[src/ppo_pkg.sv]
// Package with register map, field positions and reset values of the port pin block.
package ppo_pkg;
   localparam int          PPO_PINS         = 8;
   localparam logic [11:0] PPO_ADDR_OUT     = 12'h000;
   localparam logic [11:0] PPO_ADDR_DIR     = 12'h004;
   localparam logic [11:0] PPO_ADDR_PIN     = 12'h008;
   localparam logic [11:0] PPO_ADDR_SFIO    = 12'h00C;
   localparam logic [11:0] PPO_ADDR_EXTINT  = 12'h010;
   localparam logic [11:0] PPO_ADDR_EXTFLAG = 12'h014;
   localparam logic [11:0] PPO_ADDR_EXTMODE = 12'h018;
   localparam int          PPO_SFIO_PUD_BIT = 2;
   localparam logic [7:0]  PPO_SFIO_RST     = 8'h00;
   localparam logic [7:0]  PPO_BYTE_RST     = 8'h00;
   localparam logic [31:0] PPO_RDATA_ZERO   = 32'h0000_0000;
endpackage

[src/ppo_pin_ctrl.sv]
// Control logic of one port pin: override muxing, pull-up, input gate and synchronizer.
`timescale 1ns/1ps
`default_nettype none
module ppo_pin_ctrl (
   // Clock and reset.
   input  wire logic pclk,
   input  wire logic presetn,
   // Register bits and shared controls.
   input  wire logic pin_direction_bit,
   input  wire logic pin_output_bit,
   input  wire logic global_pullup_off,
   input  wire logic sleep_clamp,
   input  wire logic extint_en,
   // Override pairs from the owning peripheral.
   input  wire logic pullup_ovr_en,
   input  wire logic pullup_ovr_val,
   input  wire logic dir_ovr_en,
   input  wire logic dir_ovr_val,
   input  wire logic outval_ovr_en,
   input  wire logic outval_ovr_val,
   input  wire logic inen_ovr_en,
   input  wire logic inen_ovr_val,
   // Pad side.
   input  wire logic pad_in,
   output logic      pad_oe,
   output logic      pad_out,
   output logic      pad_pullup,
   // Input side.
   output logic      alt_raw_input,
   output logic      pin_input_bit
);
   logic sync1_r;
   logic sync1_nxt;
   logic sync2_r;
   logic sync2_nxt;
   logic in_en;
   logic pu_reg;

   always_comb begin
      // The drive is cut and the pull-up forced off while reset is low.
      pad_oe  = presetn & (dir_ovr_en ? dir_ovr_val : pin_direction_bit); // see RULE_06 RULE_16 RULE_17
      pad_out = pad_oe & (outval_ovr_en ? outval_ovr_val : pin_output_bit); // see RULE_07 RULE_20
      pu_reg  = ~pin_direction_bit & pin_output_bit & ~global_pullup_off; // see RULE_05 RULE_12
      pad_pullup = presetn & (pullup_ovr_en ? pullup_ovr_val : pu_reg); // see RULE_04 RULE_05
      // An enabled external interrupt keeps the input alive in sleep.
      in_en = inen_ovr_en ? inen_ovr_val : (~sleep_clamp | extint_en); // see RULE_01 RULE_02 RULE_08 RULE_19
      alt_raw_input = pad_in & in_en; // see RULE_09
      sync1_nxt = alt_raw_input;
      sync2_nxt = sync1_r;
   end

   always_ff @(posedge pclk or negedge presetn) begin
      if (!presetn) begin
         sync1_r <= 1'b0;
         sync2_r <= 1'b0;
      end else begin
         sync1_r <= sync1_nxt; // see RULE_18
         sync2_r <= sync2_nxt;
      end
   end

   assign pin_input_bit = sync2_r;
endmodule
`default_nettype wire

[src/ppo_port.sv]
// One eight-pin I/O port with APB registers, overrides, sleep clamp and wake flags.
// Summary of operation
// RULE_01 - Sleep clamp grounds digital input before trigger.
// RULE_02 - Enabled external interrupt pins escape the clamp.
// RULE_03 - High disabled edge-mode interrupt pin sets flag on wake.
// RULE_04 - Pull-ups off while reset is active.
// RULE_05 - Pull-up follows override, else dir/out/pud 010.
// RULE_06 - Driver enable follows direction override or bit.
// RULE_07 - Driven value follows value override or bit.
// RULE_08 - Input enable override beats sleep state.
// RULE_09 - Alternate input taken before the synchronizer.
// RULE_10 - Analog path wired straight to the pad.
// RULE_11 - Override pairs come from owning peripherals.
// RULE_12 - Global pull-up disable bit 2 kills pull-ups.
// RULE_13 - Strobes per port; clamp and disable shared.
// RULE_14 - Special function register eight bits, reset zero.
// RULE_15 - Port pins carry external memory address/data.
// RULE_16 - Direction one drives output, zero makes input.
// RULE_17 - Pins tri-state at once on reset.
// RULE_18 - Input bit passes two-stage synchronizer.
// RULE_19 - Disabled input reads zero into synchronizer.
// RULE_20 - Disabled driver leaves pad undriven.
//
// Decided for this implementation: the register offsets and the APB slave port.
`timescale 1ns/1ps
`default_nettype none
module ppo_port
   import ppo_pkg::*;
(
   // APB slave.
   input  wire logic                pclk,
   input  wire logic                presetn,
   input  wire logic                psel,
   input  wire logic                penable,
   input  wire logic                pwrite,
   input  wire logic [11:0]         paddr,
   input  wire logic [31:0]         pwdata,
   output logic      [31:0]         prdata,
   output logic                     pready,
   output logic                     pslverr,
   // Sleep controller.
   input  wire logic                sleep_clamp,
   // Override pairs from peripherals, one bit per pin.
   input  wire logic [PPO_PINS-1:0] pullup_ovr_en,
   input  wire logic [PPO_PINS-1:0] pullup_ovr_val,
   input  wire logic [PPO_PINS-1:0] dir_ovr_en,
   input  wire logic [PPO_PINS-1:0] dir_ovr_val,
   input  wire logic [PPO_PINS-1:0] outval_ovr_en,
   input  wire logic [PPO_PINS-1:0] outval_ovr_val,
   input  wire logic [PPO_PINS-1:0] inen_ovr_en,
   input  wire logic [PPO_PINS-1:0] inen_ovr_val,
   // Pads.
   input  wire logic [PPO_PINS-1:0] pad_in,
   output logic      [PPO_PINS-1:0] pad_oe,
   output logic      [PPO_PINS-1:0] pad_out,
   output logic      [PPO_PINS-1:0] pad_pullup,
   // Inputs toward peripherals.
   output logic      [PPO_PINS-1:0] alt_raw_input,
   output logic      [PPO_PINS-1:0] pin_input_view,
   output logic      [PPO_PINS-1:0] analog_pad_path,
   // Shared pull-up disable for other ports.
   output logic                     global_pullup_off
);
   logic [PPO_PINS-1:0] out_r;
   logic [PPO_PINS-1:0] out_nxt;
   logic [PPO_PINS-1:0] dir_r;
   logic [PPO_PINS-1:0] dir_nxt;
   logic [7:0]          sfio_r;
   logic [7:0]          sfio_nxt;
   logic [PPO_PINS-1:0] exten_r;
   logic [PPO_PINS-1:0] exten_nxt;
   logic [PPO_PINS-1:0] extmode_r;
   logic [PPO_PINS-1:0] extmode_nxt;
   logic [PPO_PINS-1:0] extflag_r;
   logic [PPO_PINS-1:0] extflag_nxt;
   logic                sleep_s1_r;
   logic                sleep_s2_r;
   logic                sleep_d_r;
   logic [PPO_PINS-1:0] pad_s1_r;
   logic [PPO_PINS-1:0] pad_s2_r;
   logic [PPO_PINS-1:0] pin_in;
   logic [PPO_PINS-1:0] high_seen_r;
   logic [PPO_PINS-1:0] high_seen_nxt;
   logic                port_write_strobe;
   logic                dir_write_strobe;
   logic                flag_write_strobe;
   logic                wake;
   logic                wr;

   assign pready  = 1'b1;
   assign pslverr = 1'b0;
   assign wr      = psel & penable & pwrite;
   // Shared strobes for all pins of this port.
   assign port_write_strobe = wr & (paddr == PPO_ADDR_OUT); // see RULE_13
   assign dir_write_strobe  = wr & (paddr == PPO_ADDR_DIR); // see RULE_13
   assign flag_write_strobe = wr & (paddr == PPO_ADDR_EXTFLAG);
   assign global_pullup_off = sfio_r[PPO_SFIO_PUD_BIT]; // see RULE_12 RULE_13
   assign pin_input_view    = pin_in;
   assign wake              = sleep_d_r & ~sleep_s2_r;

   always_comb begin
      out_nxt     = port_write_strobe ? pwdata[PPO_PINS-1:0] : out_r;
      dir_nxt     = dir_write_strobe ? pwdata[PPO_PINS-1:0] : dir_r; // see RULE_16
      sfio_nxt    = (wr & (paddr == PPO_ADDR_SFIO)) ? pwdata[7:0] : sfio_r; // see RULE_14
      exten_nxt   = (wr & (paddr == PPO_ADDR_EXTINT)) ? pwdata[PPO_PINS-1:0] : exten_r;
      extmode_nxt = (wr & (paddr == PPO_ADDR_EXTMODE)) ? pwdata[PPO_PINS-1:0] : extmode_r;
      // A disabled edge pin held high while asleep sees the clamp as an edge.
      high_seen_nxt = sleep_s2_r ? (high_seen_r | (pad_s2_r & ~exten_r & extmode_r)) : '0;
      extflag_nxt = extflag_r;
      if (flag_write_strobe) begin
         extflag_nxt = extflag_r & ~pwdata[PPO_PINS-1:0];
      end
      if (wake) begin
         extflag_nxt = extflag_nxt | high_seen_r; // see RULE_03
      end
   end

   always_ff @(posedge pclk or negedge presetn) begin
      if (!presetn) begin
         out_r       <= PPO_BYTE_RST;
         dir_r       <= PPO_BYTE_RST;
         sfio_r      <= PPO_SFIO_RST; // see RULE_14
         exten_r     <= PPO_BYTE_RST;
         extmode_r   <= PPO_BYTE_RST;
         extflag_r   <= PPO_BYTE_RST;
         high_seen_r <= PPO_BYTE_RST;
         sleep_s1_r  <= 1'b0;
         sleep_s2_r  <= 1'b0;
         sleep_d_r   <= 1'b0;
         pad_s1_r    <= PPO_BYTE_RST;
         pad_s2_r    <= PPO_BYTE_RST;
      end else begin
         out_r       <= out_nxt;
         dir_r       <= dir_nxt;
         sfio_r      <= sfio_nxt;
         exten_r     <= exten_nxt;
         extmode_r   <= extmode_nxt;
         extflag_r   <= extflag_nxt;
         high_seen_r <= high_seen_nxt;
         sleep_s1_r  <= sleep_clamp;
         sleep_s2_r  <= sleep_s1_r;
         sleep_d_r   <= sleep_s2_r;
         pad_s1_r    <= pad_in;
         pad_s2_r    <= pad_s1_r;
      end
   end

   always_comb begin
      prdata = PPO_RDATA_ZERO;
      if (psel & ~pwrite) begin
         unique case (paddr)
            PPO_ADDR_OUT:     prdata[PPO_PINS-1:0] = out_r;
            PPO_ADDR_DIR:     prdata[PPO_PINS-1:0] = dir_r;
            PPO_ADDR_PIN:     prdata[PPO_PINS-1:0] = pin_in;
            PPO_ADDR_SFIO:    prdata[7:0] = sfio_r;
            PPO_ADDR_EXTINT:  prdata[PPO_PINS-1:0] = exten_r;
            PPO_ADDR_EXTFLAG: prdata[PPO_PINS-1:0] = extflag_r;
            PPO_ADDR_EXTMODE: prdata[PPO_PINS-1:0] = extmode_r;
            default:          prdata = PPO_RDATA_ZERO;
         endcase
      end
   end

   // Overrides arrive from the peripherals that own each pin, such as the external memory bus.
   genvar g;
   generate
      for (g = 0; g < PPO_PINS; g++) begin : g_pin
         ppo_pin_ctrl u_pin (
            .pclk              (pclk),
            .presetn           (presetn),
            .pin_direction_bit (dir_r[g]),
            .pin_output_bit    (out_r[g]),
            .global_pullup_off (global_pullup_off),
            .sleep_clamp       (sleep_clamp),
            .extint_en         (exten_r[g]),
            .pullup_ovr_en     (pullup_ovr_en[g]),  // see RULE_11 RULE_15
            .pullup_ovr_val    (pullup_ovr_val[g]),
            .dir_ovr_en        (dir_ovr_en[g]),
            .dir_ovr_val       (dir_ovr_val[g]),
            .outval_ovr_en     (outval_ovr_en[g]),
            .outval_ovr_val    (outval_ovr_val[g]),
            .inen_ovr_en       (inen_ovr_en[g]),
            .inen_ovr_val      (inen_ovr_val[g]),
            .pad_in            (pad_in[g]),
            .pad_oe            (pad_oe[g]),
            .pad_out           (pad_out[g]),
            .pad_pullup        (pad_pullup[g]),
            .alt_raw_input     (alt_raw_input[g]),
            .pin_input_bit     (pin_in[g])
         );
      end
   endgenerate

   // The analog path is the pad level itself, untouched by gating.
   assign analog_pad_path = pad_in; // see RULE_10
endmodule
`default_nettype wire

[config.mk]
export PLATFORM = sky130hd
export DESIGN_NAME = ppo_port
export DESIGN_NICKNAME = d
export VERILOG_FILES = /design/src/ppo_pkg.sv /design/src/ppo_pin_ctrl.sv /design/src/ppo_port.sv
export SDC_FILE = /design/constraint.sdc
export NUM_CORES = 1
export LEC_CHECK = 0
export BUFFER_PORTS_ARGS = -buffer_cell sky130_fd_sc_hd__buf_4
export CAP_MARGIN = 20
export CORE_UTILIZATION = 44
export DETAILED_ROUTE_END_ITERATION = 8
export GPL_ROUTABILITY_DRIVEN = 0
export PLACE_DENSITY = 0.78
export REMOVE_ABC_BUFFERS = 1
export SYNTH_ARGS = -nofsm -noshare
export SYNTH_HDL_FRONTEND = slang
export SYNTH_SLANG_ARGS = --single-unit
[constraint.sdc]
create_clock -name pclk -period 1.3 [get_ports pclk]
set_input_delay 0.065 -clock pclk [delete_from_list [all_inputs] [get_ports pclk]]
set_output_delay 0.065 -clock pclk [all_outputs]
set_load 0.03 [all_outputs]
==> Word-level counts from Yosys, hierarchy flattened <==
Index checks and enable logic that the tools add are counted.
{ "totals": {"wordCells": 157, "in_bits": 122, "reg_bits": 91} }
{ "op_classes": {"n_bitwise": 85, "n_mux": 37, "eq_ne": 6, "n_reduce_logical": 1} }
{ "op_table": {"columns": ["operator", "n"], "rows": [
  ["1-bit bitwise AND", 58],
  ["8-bit one-hot mux with 7 select lines", 1],
  ["12-bit by 5-bit == test with 1-bit output (second input constant)", 3],
  ["1-bit two-way mux", 32],
  ["8-bit two-way mux", 4],
  ["8-bit bitwise AND", 3],
  ["12-bit by 4-bit == test with 1-bit output (second input constant)", 2],
  ["8-bit NOT", 2],
  ["8-bit bitwise OR", 2],
  ["12-bit by 3-bit == test with 1-bit output (second input constant)", 1],
  ["12-bit zero test", 1],
  ["1-bit NOT", 12],
  ["1-bit bitwise OR", 8]
]} }

==> Logic depth before layout (Yosys ltp) <==
Gate-level depths: netlist of run 1.
{ "logic_depth": {"depth_word": 6, "mapped_depth": 6} }

==> Modules after synthesis <==
A second synthesis of run 1 with hierarchy kept.
{ "hier_totals": {"cells_unflattened": 375, "hier_area_um2": 4594.4} }
{ "by_module_without_submodules": {"columns": ["module", "seq_area_each_um2", "area_each_um2", "cells_each", "n_inst"], "rows": [
  ["ppo_port", 1876.8, 3593.4, 279, 1],
  ["ppo_pin_ctrl", 50.0, 125.1, 12, 8]
]} }

==> Worst setup path after synthesis of run 1 <==
No wires, ideal clock.
{ "synth_path": {"path_kind": "input -> output", "startpoint": "in paddr[5]", "endpoint": "out prdata[1]", "required_ns": 1.235, "arrival_time_ns": 1.834, "slack_ns": -0.599, "n_path_buf": 1, "stages": 5, "cell_sequence": "nor3_2 nand2_1 or4b_1 buf_2 a211oi_1"} }
{ "synth_via": {"elab_chain_len": 3, "word_cells_on_any_way": 9, "cone_classes": "6 x eq/ne; 2 x mux; 1 x reduce/logical"} }
{ "synth_lines": {"columns": ["item", "line", "text"], "rows": [
  ["from (decl)", "ppo_port.sv:36", "input wire logic [11:0] paddr,"],
  ["12-bit by 5-bit == test with 1-bit output (tied with other cells)", "ppo_port.sv:151", "unique case (paddr)"],
  ["8-bit one-hot mux with 7 select lines (*)", "ppo_port.sv:151", null],
  ["8-bit two-way mux (*)", "ppo_port.sv:150", "if (psel & ~pwrite) begin"],
  ["to (decl)", "ppo_port.sv:38", "output logic [31:0] prdata,"]
]} }
Mark *: on every way between the ends. The rest lies on a longest branch, timed or not.

==> Worst setup path in the final report of run 1 <==
{ "layout_path": {"startpoint": "reg extmode_r[2]", "endpoint": "out prdata[2]"} }
{ "layout_via": {"elab_chain_len": 2} }
{ "layout_lines": {"columns": ["item", "line", "text"], "rows": [
  ["from (decl)", "ppo_port.sv:72", "logic [PPO_PINS-1:0] extmode_r;"],
  ["from (signal assigned)", "ppo_port.sv:137", "extmode_r <= extmode_nxt;"],
  ["8-bit one-hot mux with 7 select lines", "ppo_port.sv:151", null],
  ["8-bit two-way mux", "ppo_port.sv:150", null]
]} }
No other way between the ends.

==> results.toml, run 1 <==
[run_status]
outcome = "finished with violations"
violations = "setup timing"

[critical_path]
worst_path_dominant_cell_family = "multiplexers"
cp.required_ns = 1.24
cp_max_fo = 2
r2r_start = "sleep_s2_r$_DFF_PN0_"
cp.arrival_ns = 1.63
path_buf_inv = 1
critPathLaunch = "extmode_r[2]$_DFFE_PN0P_"
critPathKind = "register to output pin"
startpoint_type = "register"
cp_cell_sequence = "mux4_2 > o21ai_2 > nor2_1 > buf_4"
crit_path_max_incr_delay_ns = 0.50
crit_path_end_kind = "output pin"
cp_slowest_cell = "mux4_2"

[sta]
setup_violations = 39
min_period_ns = 1.69
finalHoldWorstSlack_ns = 0.00963
worst_slack_ns = -0.394
hold_viol_final = 0
rsz0062_at_grt = "yes"
max_slew_margin_pct = 58.3
slew_viol_final = 0
finClkSkew_ns = 0.00995
min_period_over_period_pct = 130
fmax_mhz = 590
tightest_slew_ns = 0.624

[global_routing]
grt_pass1_wl_um = 19200
overflow = 0
grt_busiest_layer = "met2"
gr-usage-met1_pct = 27.3
first_global_vias = 3864
grt_max_degree = 59
track_usage_pct = 22.0
use_met2_pct = 38.2
grtUsageMet3_pct = 2.88
antenna_found_initial = 0

[die]
start_util_pct = 45.9
fp.dieH_um = 106
io_pins = 205
core_area_um2 = 10500
die_w_um = 106
fp-row-count = 37
die_area_um2 = 11300

[finish]
finalNonFillerCells = 744
final_cell_mix = "169 x buf_4, 86 x dfrtp_1, 42 x buf_6"
finish.net_count = 725
drive_gt1_share_pct = 56.4
antennaDiodeCount = 0
layout_commonest_cell = "buf_4"
final_util_pct = 67.5
synthToLayoutAreaGrowth_pct = 47.0

[power]
p_total_mw = 6.00
seq_power_share_pct = 48.7
vdd_drop_max_mv = 0.414
swShare_pct = 27.7
power.internal_mw = 4.33
clock_power_share_pct = 32.5
power_switching_mw = 1.66
powerDensity_nw_per_um2 = 849
comb_power_share_pct = 18.9
p_leak_nw = 3.35

[cts]
numCtsBuffers = 9
clkLatencyLatePin_ns = 0.36
clk_pin_slew_worst_paths_ns = 0.09
cts.sinks = 91
root_buffer = "clkbuf_8"
cts_tree = "built"
cts-htree-levels = 3
cts_buffer_depth = 2

[detailed_routing]
drc = 0
ant_nets = 0
vias = 3904
drt_pass1_iterations = 4
via_per_inst = 5.25
drt_iter0_markers = 268
routedWlPerCell_um = 18.1
totalWireLength_um = 13500

[logic_synthesis]
yosysSeqAreaShare_pct = 47.4
async_flop_share_pct = 100
syn_area_per_cell_um2 = 11.3
ys.flop_type = "dfrtp_1"
ys.warnings.count = 0
yosys_register_bits = 91
syn_area_um2 = 4800
syn_inst = 426
synth_cell_type_count = 35
synth_edf_count = 0

[place]
port_buffers = 154
place_hpwl_um = 8710
place_inst = 684

[min_path]
min_from = "pwdata[2]"
hp-class = "primary input to register"

[flow_run]
cap_viol_max_count = 0
cell usage after synthesis, drive strengths merged, types with 2 or more instances:
master	count	area (um2)
dfrtp	91	2280
buf	84	607
mux2	49	552
nor2b	35	219
mux2i	24	240
a21oi	18	90.1
a31oi	17	106
inv	16	60.1
o21ai	14	70.1
nand2	11	46.3
nand3	10	50.1
a22o	8	70.1
nor4b	8	70.1
clkbuf	7	27.5
nor2	7	26.3
a2bb2oi	4	35.0
mux4	3	67.6
nor4	3	63.8
a211oi	2	15.0
and2	2	12.5
conb	2	7.51
nand3b	2	15.0
power groups by stage:
stage	logic, mW	registers, mW	clock network, mW
3_5_place_dp	0.944	2.98	0
5_1_grt	1.19	2.93	2.08
3_3_place_gp	0.922	2.97	0
2_1_floorplan	0.330	3.00	0
6_report	1.13	2.92	1.95
4_1_cts	1.04	2.92	1.97
cell type report:
cell class	count	area, um2
inverters	16	72.6
flip-flops and latches	91	2280
well taps	136	170
multi-input cells	252	2350
clock inverters	6	63.8
clock buffers	10	138
fillers	716	3400
repair buffers	233	1980
metrics by stage:
step           area, um2  setup slack, ns  setup TNS (ns)
2_1_floorplan       4260           -0.603          -13.86
3_3_place_gp        5870           -0.375          -14.82
3_5_place_dp        5870           -0.443          -17.11
4_1_cts             6590           -0.374           -6.18
5_1_grt             7060           -0.433           -8.92
6_report            7060           -0.394           -6.81
layer usage:
layer	part of all wire (%)	vias up
met4	1.8	0
met2	51	192
met5	0	-
met1	41	1940
met3	6.0	21
li1	-	1751
timing repair:
item | in CTS | in global routing
gates resized for setup | 56 | 98
hold buffers | 20 | 0
endpoints found under the hold margin | 132 | 0
endpoints found under the setup margin | 42 | 70
buffers inserted | 13 | 15
pin swaps | 11 | 6
worst paths after layout:
path / end / slack, ns / cells after the start
worst max register to register: extflag_r[0]$_DFF_PN0_ / 0.09 / 2
worst min-delay path: exten_r[2]$_DFFE_PN0P_ / 0.01 / 2
max in group asynchronous: dir_r[5]$_DFFE_PN0P_ / 0.24 / 3
min in group asynchronous: g_pin[7].u_pin.sync1_r$_DFF_PN0_ / 0.37 / 2
worst min register to register: pad_s2_r[6]$_DFF_PN0_ / 0.35 / 0
worst max-delay path: prdata[2] / -0.39 / 4
cell families (layout without fill, tap and decap cells):
group	after synthesis	after routing	share of synthesized area (%)
multiplexers	76	76	17.9
other	2	26	0.156
AND/OR/NAND/NOR	85	85	11.7
buffers and inverters	107	265	14.5
flip-flops	91	91	47.4
AO/OA/AOI/OAI	65	65	8.39
flip-flops by register name, summed over array words and instances, names as in the netlist:
signal / count
sleep_d_r: 1
extmode_r: 8
sfio_r: 8
extflag_r: 8
pad_s2_r: 8
exten_r: 8
pad_s1_r: 8
g_pin.u_pin.sync1_r: 8
g_pin.u_pin.pin_input_bit: 8
sleep_s1_r: 1
high_seen_r: 8
sleep_s2_r: 1
out_r: 8
dir_r: 8
No activity file was read; power rests on OpenSTA's default activity.
==> inputs of run 2 (changes only) <==
--- a/config.mk
+++ b/config.mk
@@ -11,6 +11,7 @@
 export DETAILED_ROUTE_END_ITERATION = 8
 export GPL_ROUTABILITY_DRIVEN = 0
 export PLACE_DENSITY = 0.78
+export RECOVER_POWER = 25
 export REMOVE_ABC_BUFFERS = 1
 export SYNTH_ARGS = -nofsm -noshare
 export SYNTH_HDL_FRONTEND = slang
==> run 2 against run 1 <==
Die area stayed put. Setup slack better by 0.0052 ns. The run still ends with setup timing left. Global-route usage stayed put. Non-clock buffer count stayed put. Cell area is 1.8% lower. Critical path type unchanged.
==> results.toml, run 2 (synthesized netlist as in run 1, its figures left out) <==
[detailed_routing]
drt_iter0_markers = 240
drt_pass1_iterations = 4
wl_met1_um = 5430
wl_met3_um = 775
top_layer = "met4"
drc = 0
via_per_inst = 5.18
vias = 3857
routedWlPerCell_um = 18.0
wl_met2_um = 7030
ant_nets = 0
totalWireLength_um = 13400

[global_routing]
grt_pass1_wl_um = 19200
track_usage_pct = 22.0
antenna_found_initial = 0
first_global_vias = 3864
overflow = 0
grt_max_degree = 59

[place]
port_buffers = 154
postPlaceCellArea_um2 = 5870
place_hpwl_um = 8710
place_inst = 684
dp_slack_ns = -0.443

[die]
start_util_pct = 45.9
fp-row-count = 37
fp.dieH_um = 106
io_pins = 205
core_area_um2 = 10500
die_area_um2 = 11300
die_w_um = 106

[cts]
cts.sinks = 91
cts-htree-levels = 3
cts_buffer_depth = 2
cts_tree = "built"
clk_pin_slew_worst_paths_ns = 0.08
root_buffer = "clkbuf_8"
numCtsBuffers = 9
clkLatencyLatePin_ns = 0.36

[critical_path]
cp_max_fo = 2
cp_cell_sequence = "mux4_2 > o21ai_2 > nor2_1 > buf_4"
cp.required_ns = 1.24
crit_path_end_kind = "output pin"
critPathKind = "register to output pin"
reg2reg_depth = 2
cp_slowest_cell = "mux4_2"
crit_path_max_incr_delay_ns = 0.49
cp.arrival_ns = 1.62
startpoint_type = "register"

[sta]
tns_ns = -7.47
worst_slack_ns = -0.389
rsz0062_at_grt = "yes"
slew_viol_final = 0
finalHoldWorstSlack_ns = 0.0118
min_period_ns = 1.69
max_slew_margin_pct = 58.2
hold_viol_final = 0
min_period_over_period_pct = 130
fmax_mhz = 592
setup_violations = 47
tightest_slew_ns = 0.626
finClkSkew_ns = 0.0116

[power]
vdd_drop_max_mv = 0.413
powerDensity_nw_per_um2 = 856
p_total_mw = 5.94
p_leak_nw = 3.30

[min_path]
hp-class = "primary input to register"
whs_path_depth = 2

[finish]
antennaDiodeCount = 0
finalNonFillerCells = 744
drive_gt1_share_pct = 53.8
synthToLayoutAreaGrowth_pct = 44.3
finish.net_count = 725
final_util_pct = 66.3
final_cell_mix = "158 x buf_4, 86 x dfrtp_1, 41 x buf_6"
fillers = 744
layout_commonest_cell = "buf_4"
final_cell_area_um2 = 6930

[flow_run]
cap_viol_max_count = 0

[run_status]
violations = "setup timing"
outcome = "finished with violations"
## run 2: metal layers
layer / global-route usage [%] / vias to the layer above
li1: - / 1750
met1: 27.3 / 1912
met2: 38.2 / 175
met3: 2.88 / 20
met4: 9.88 / 0
met5: 0 / -
## run 2: report_power, final
part / switching, mW / total, mW / internal [mW]
Combinational: 0.613 / 1.09 / 0.473
Sequential: 0.0269 / 2.92 / 2.89
Clock: 0.991 / 1.93 / 0.941
Total: 1.63 / 5.94 / 4.31
## run 2: what timing repair did
item	4_1_cts	5_1_grt
buffers inserted	13	15
cloned	0	0
gates resized for setup	56	98
endpoints found under the setup margin	42	70
hold buffers	20	0
pin swaps	11	6
endpoints found under the hold margin	132	0
## run 2: worst paths after layout
check | from | end | slack, ns
hold / removal | pwdata[2] | exten_r[2]$_DFFE_PN0P_ | 0.01
max in group asynchronous | presetn | dir_r[5]$_DFFE_PN0P_ | 0.13
setup reg to reg | sleep_s2_r$_DFF_PN0_ | extflag_r[0]$_DFF_PN0_ | 0.09
setup / recovery | extmode_r[2]$_DFFE_PN0P_ | prdata[2] | -0.39
min in group asynchronous | presetn | out_r[0]$_DFFE_PN0P_ | 0.49
hold reg to reg | pad_s1_r[6]$_DFF_PN0_ | pad_s2_r[6]$_DFF_PN0_ | 0.35
## run 2: layout make-up
class / instances / area (um2) / share of cell area [%]
flip-flops and latches: 91 / 2280 / 32.9
well taps: 136 / 170 / 2.45
repair buffers: 233 / 1940 / 28.0
multi-input cells: 252 / 2270 / 32.7
clock inverters: 6 / 63.8 / 0.920
inverters: 16 / 72.6 / 1.05
clock buffers: 10 / 138 / 1.98
## run 2: critical path: cells and delay by family (launching register included)
kind / cells / cell delay (ns)
compound gates: 1 / 0.16
buf+inv: 1 / 0.17
flops: 1 / 0.39
mux: 1 / 0.49
simple gates: 1 / 0.06
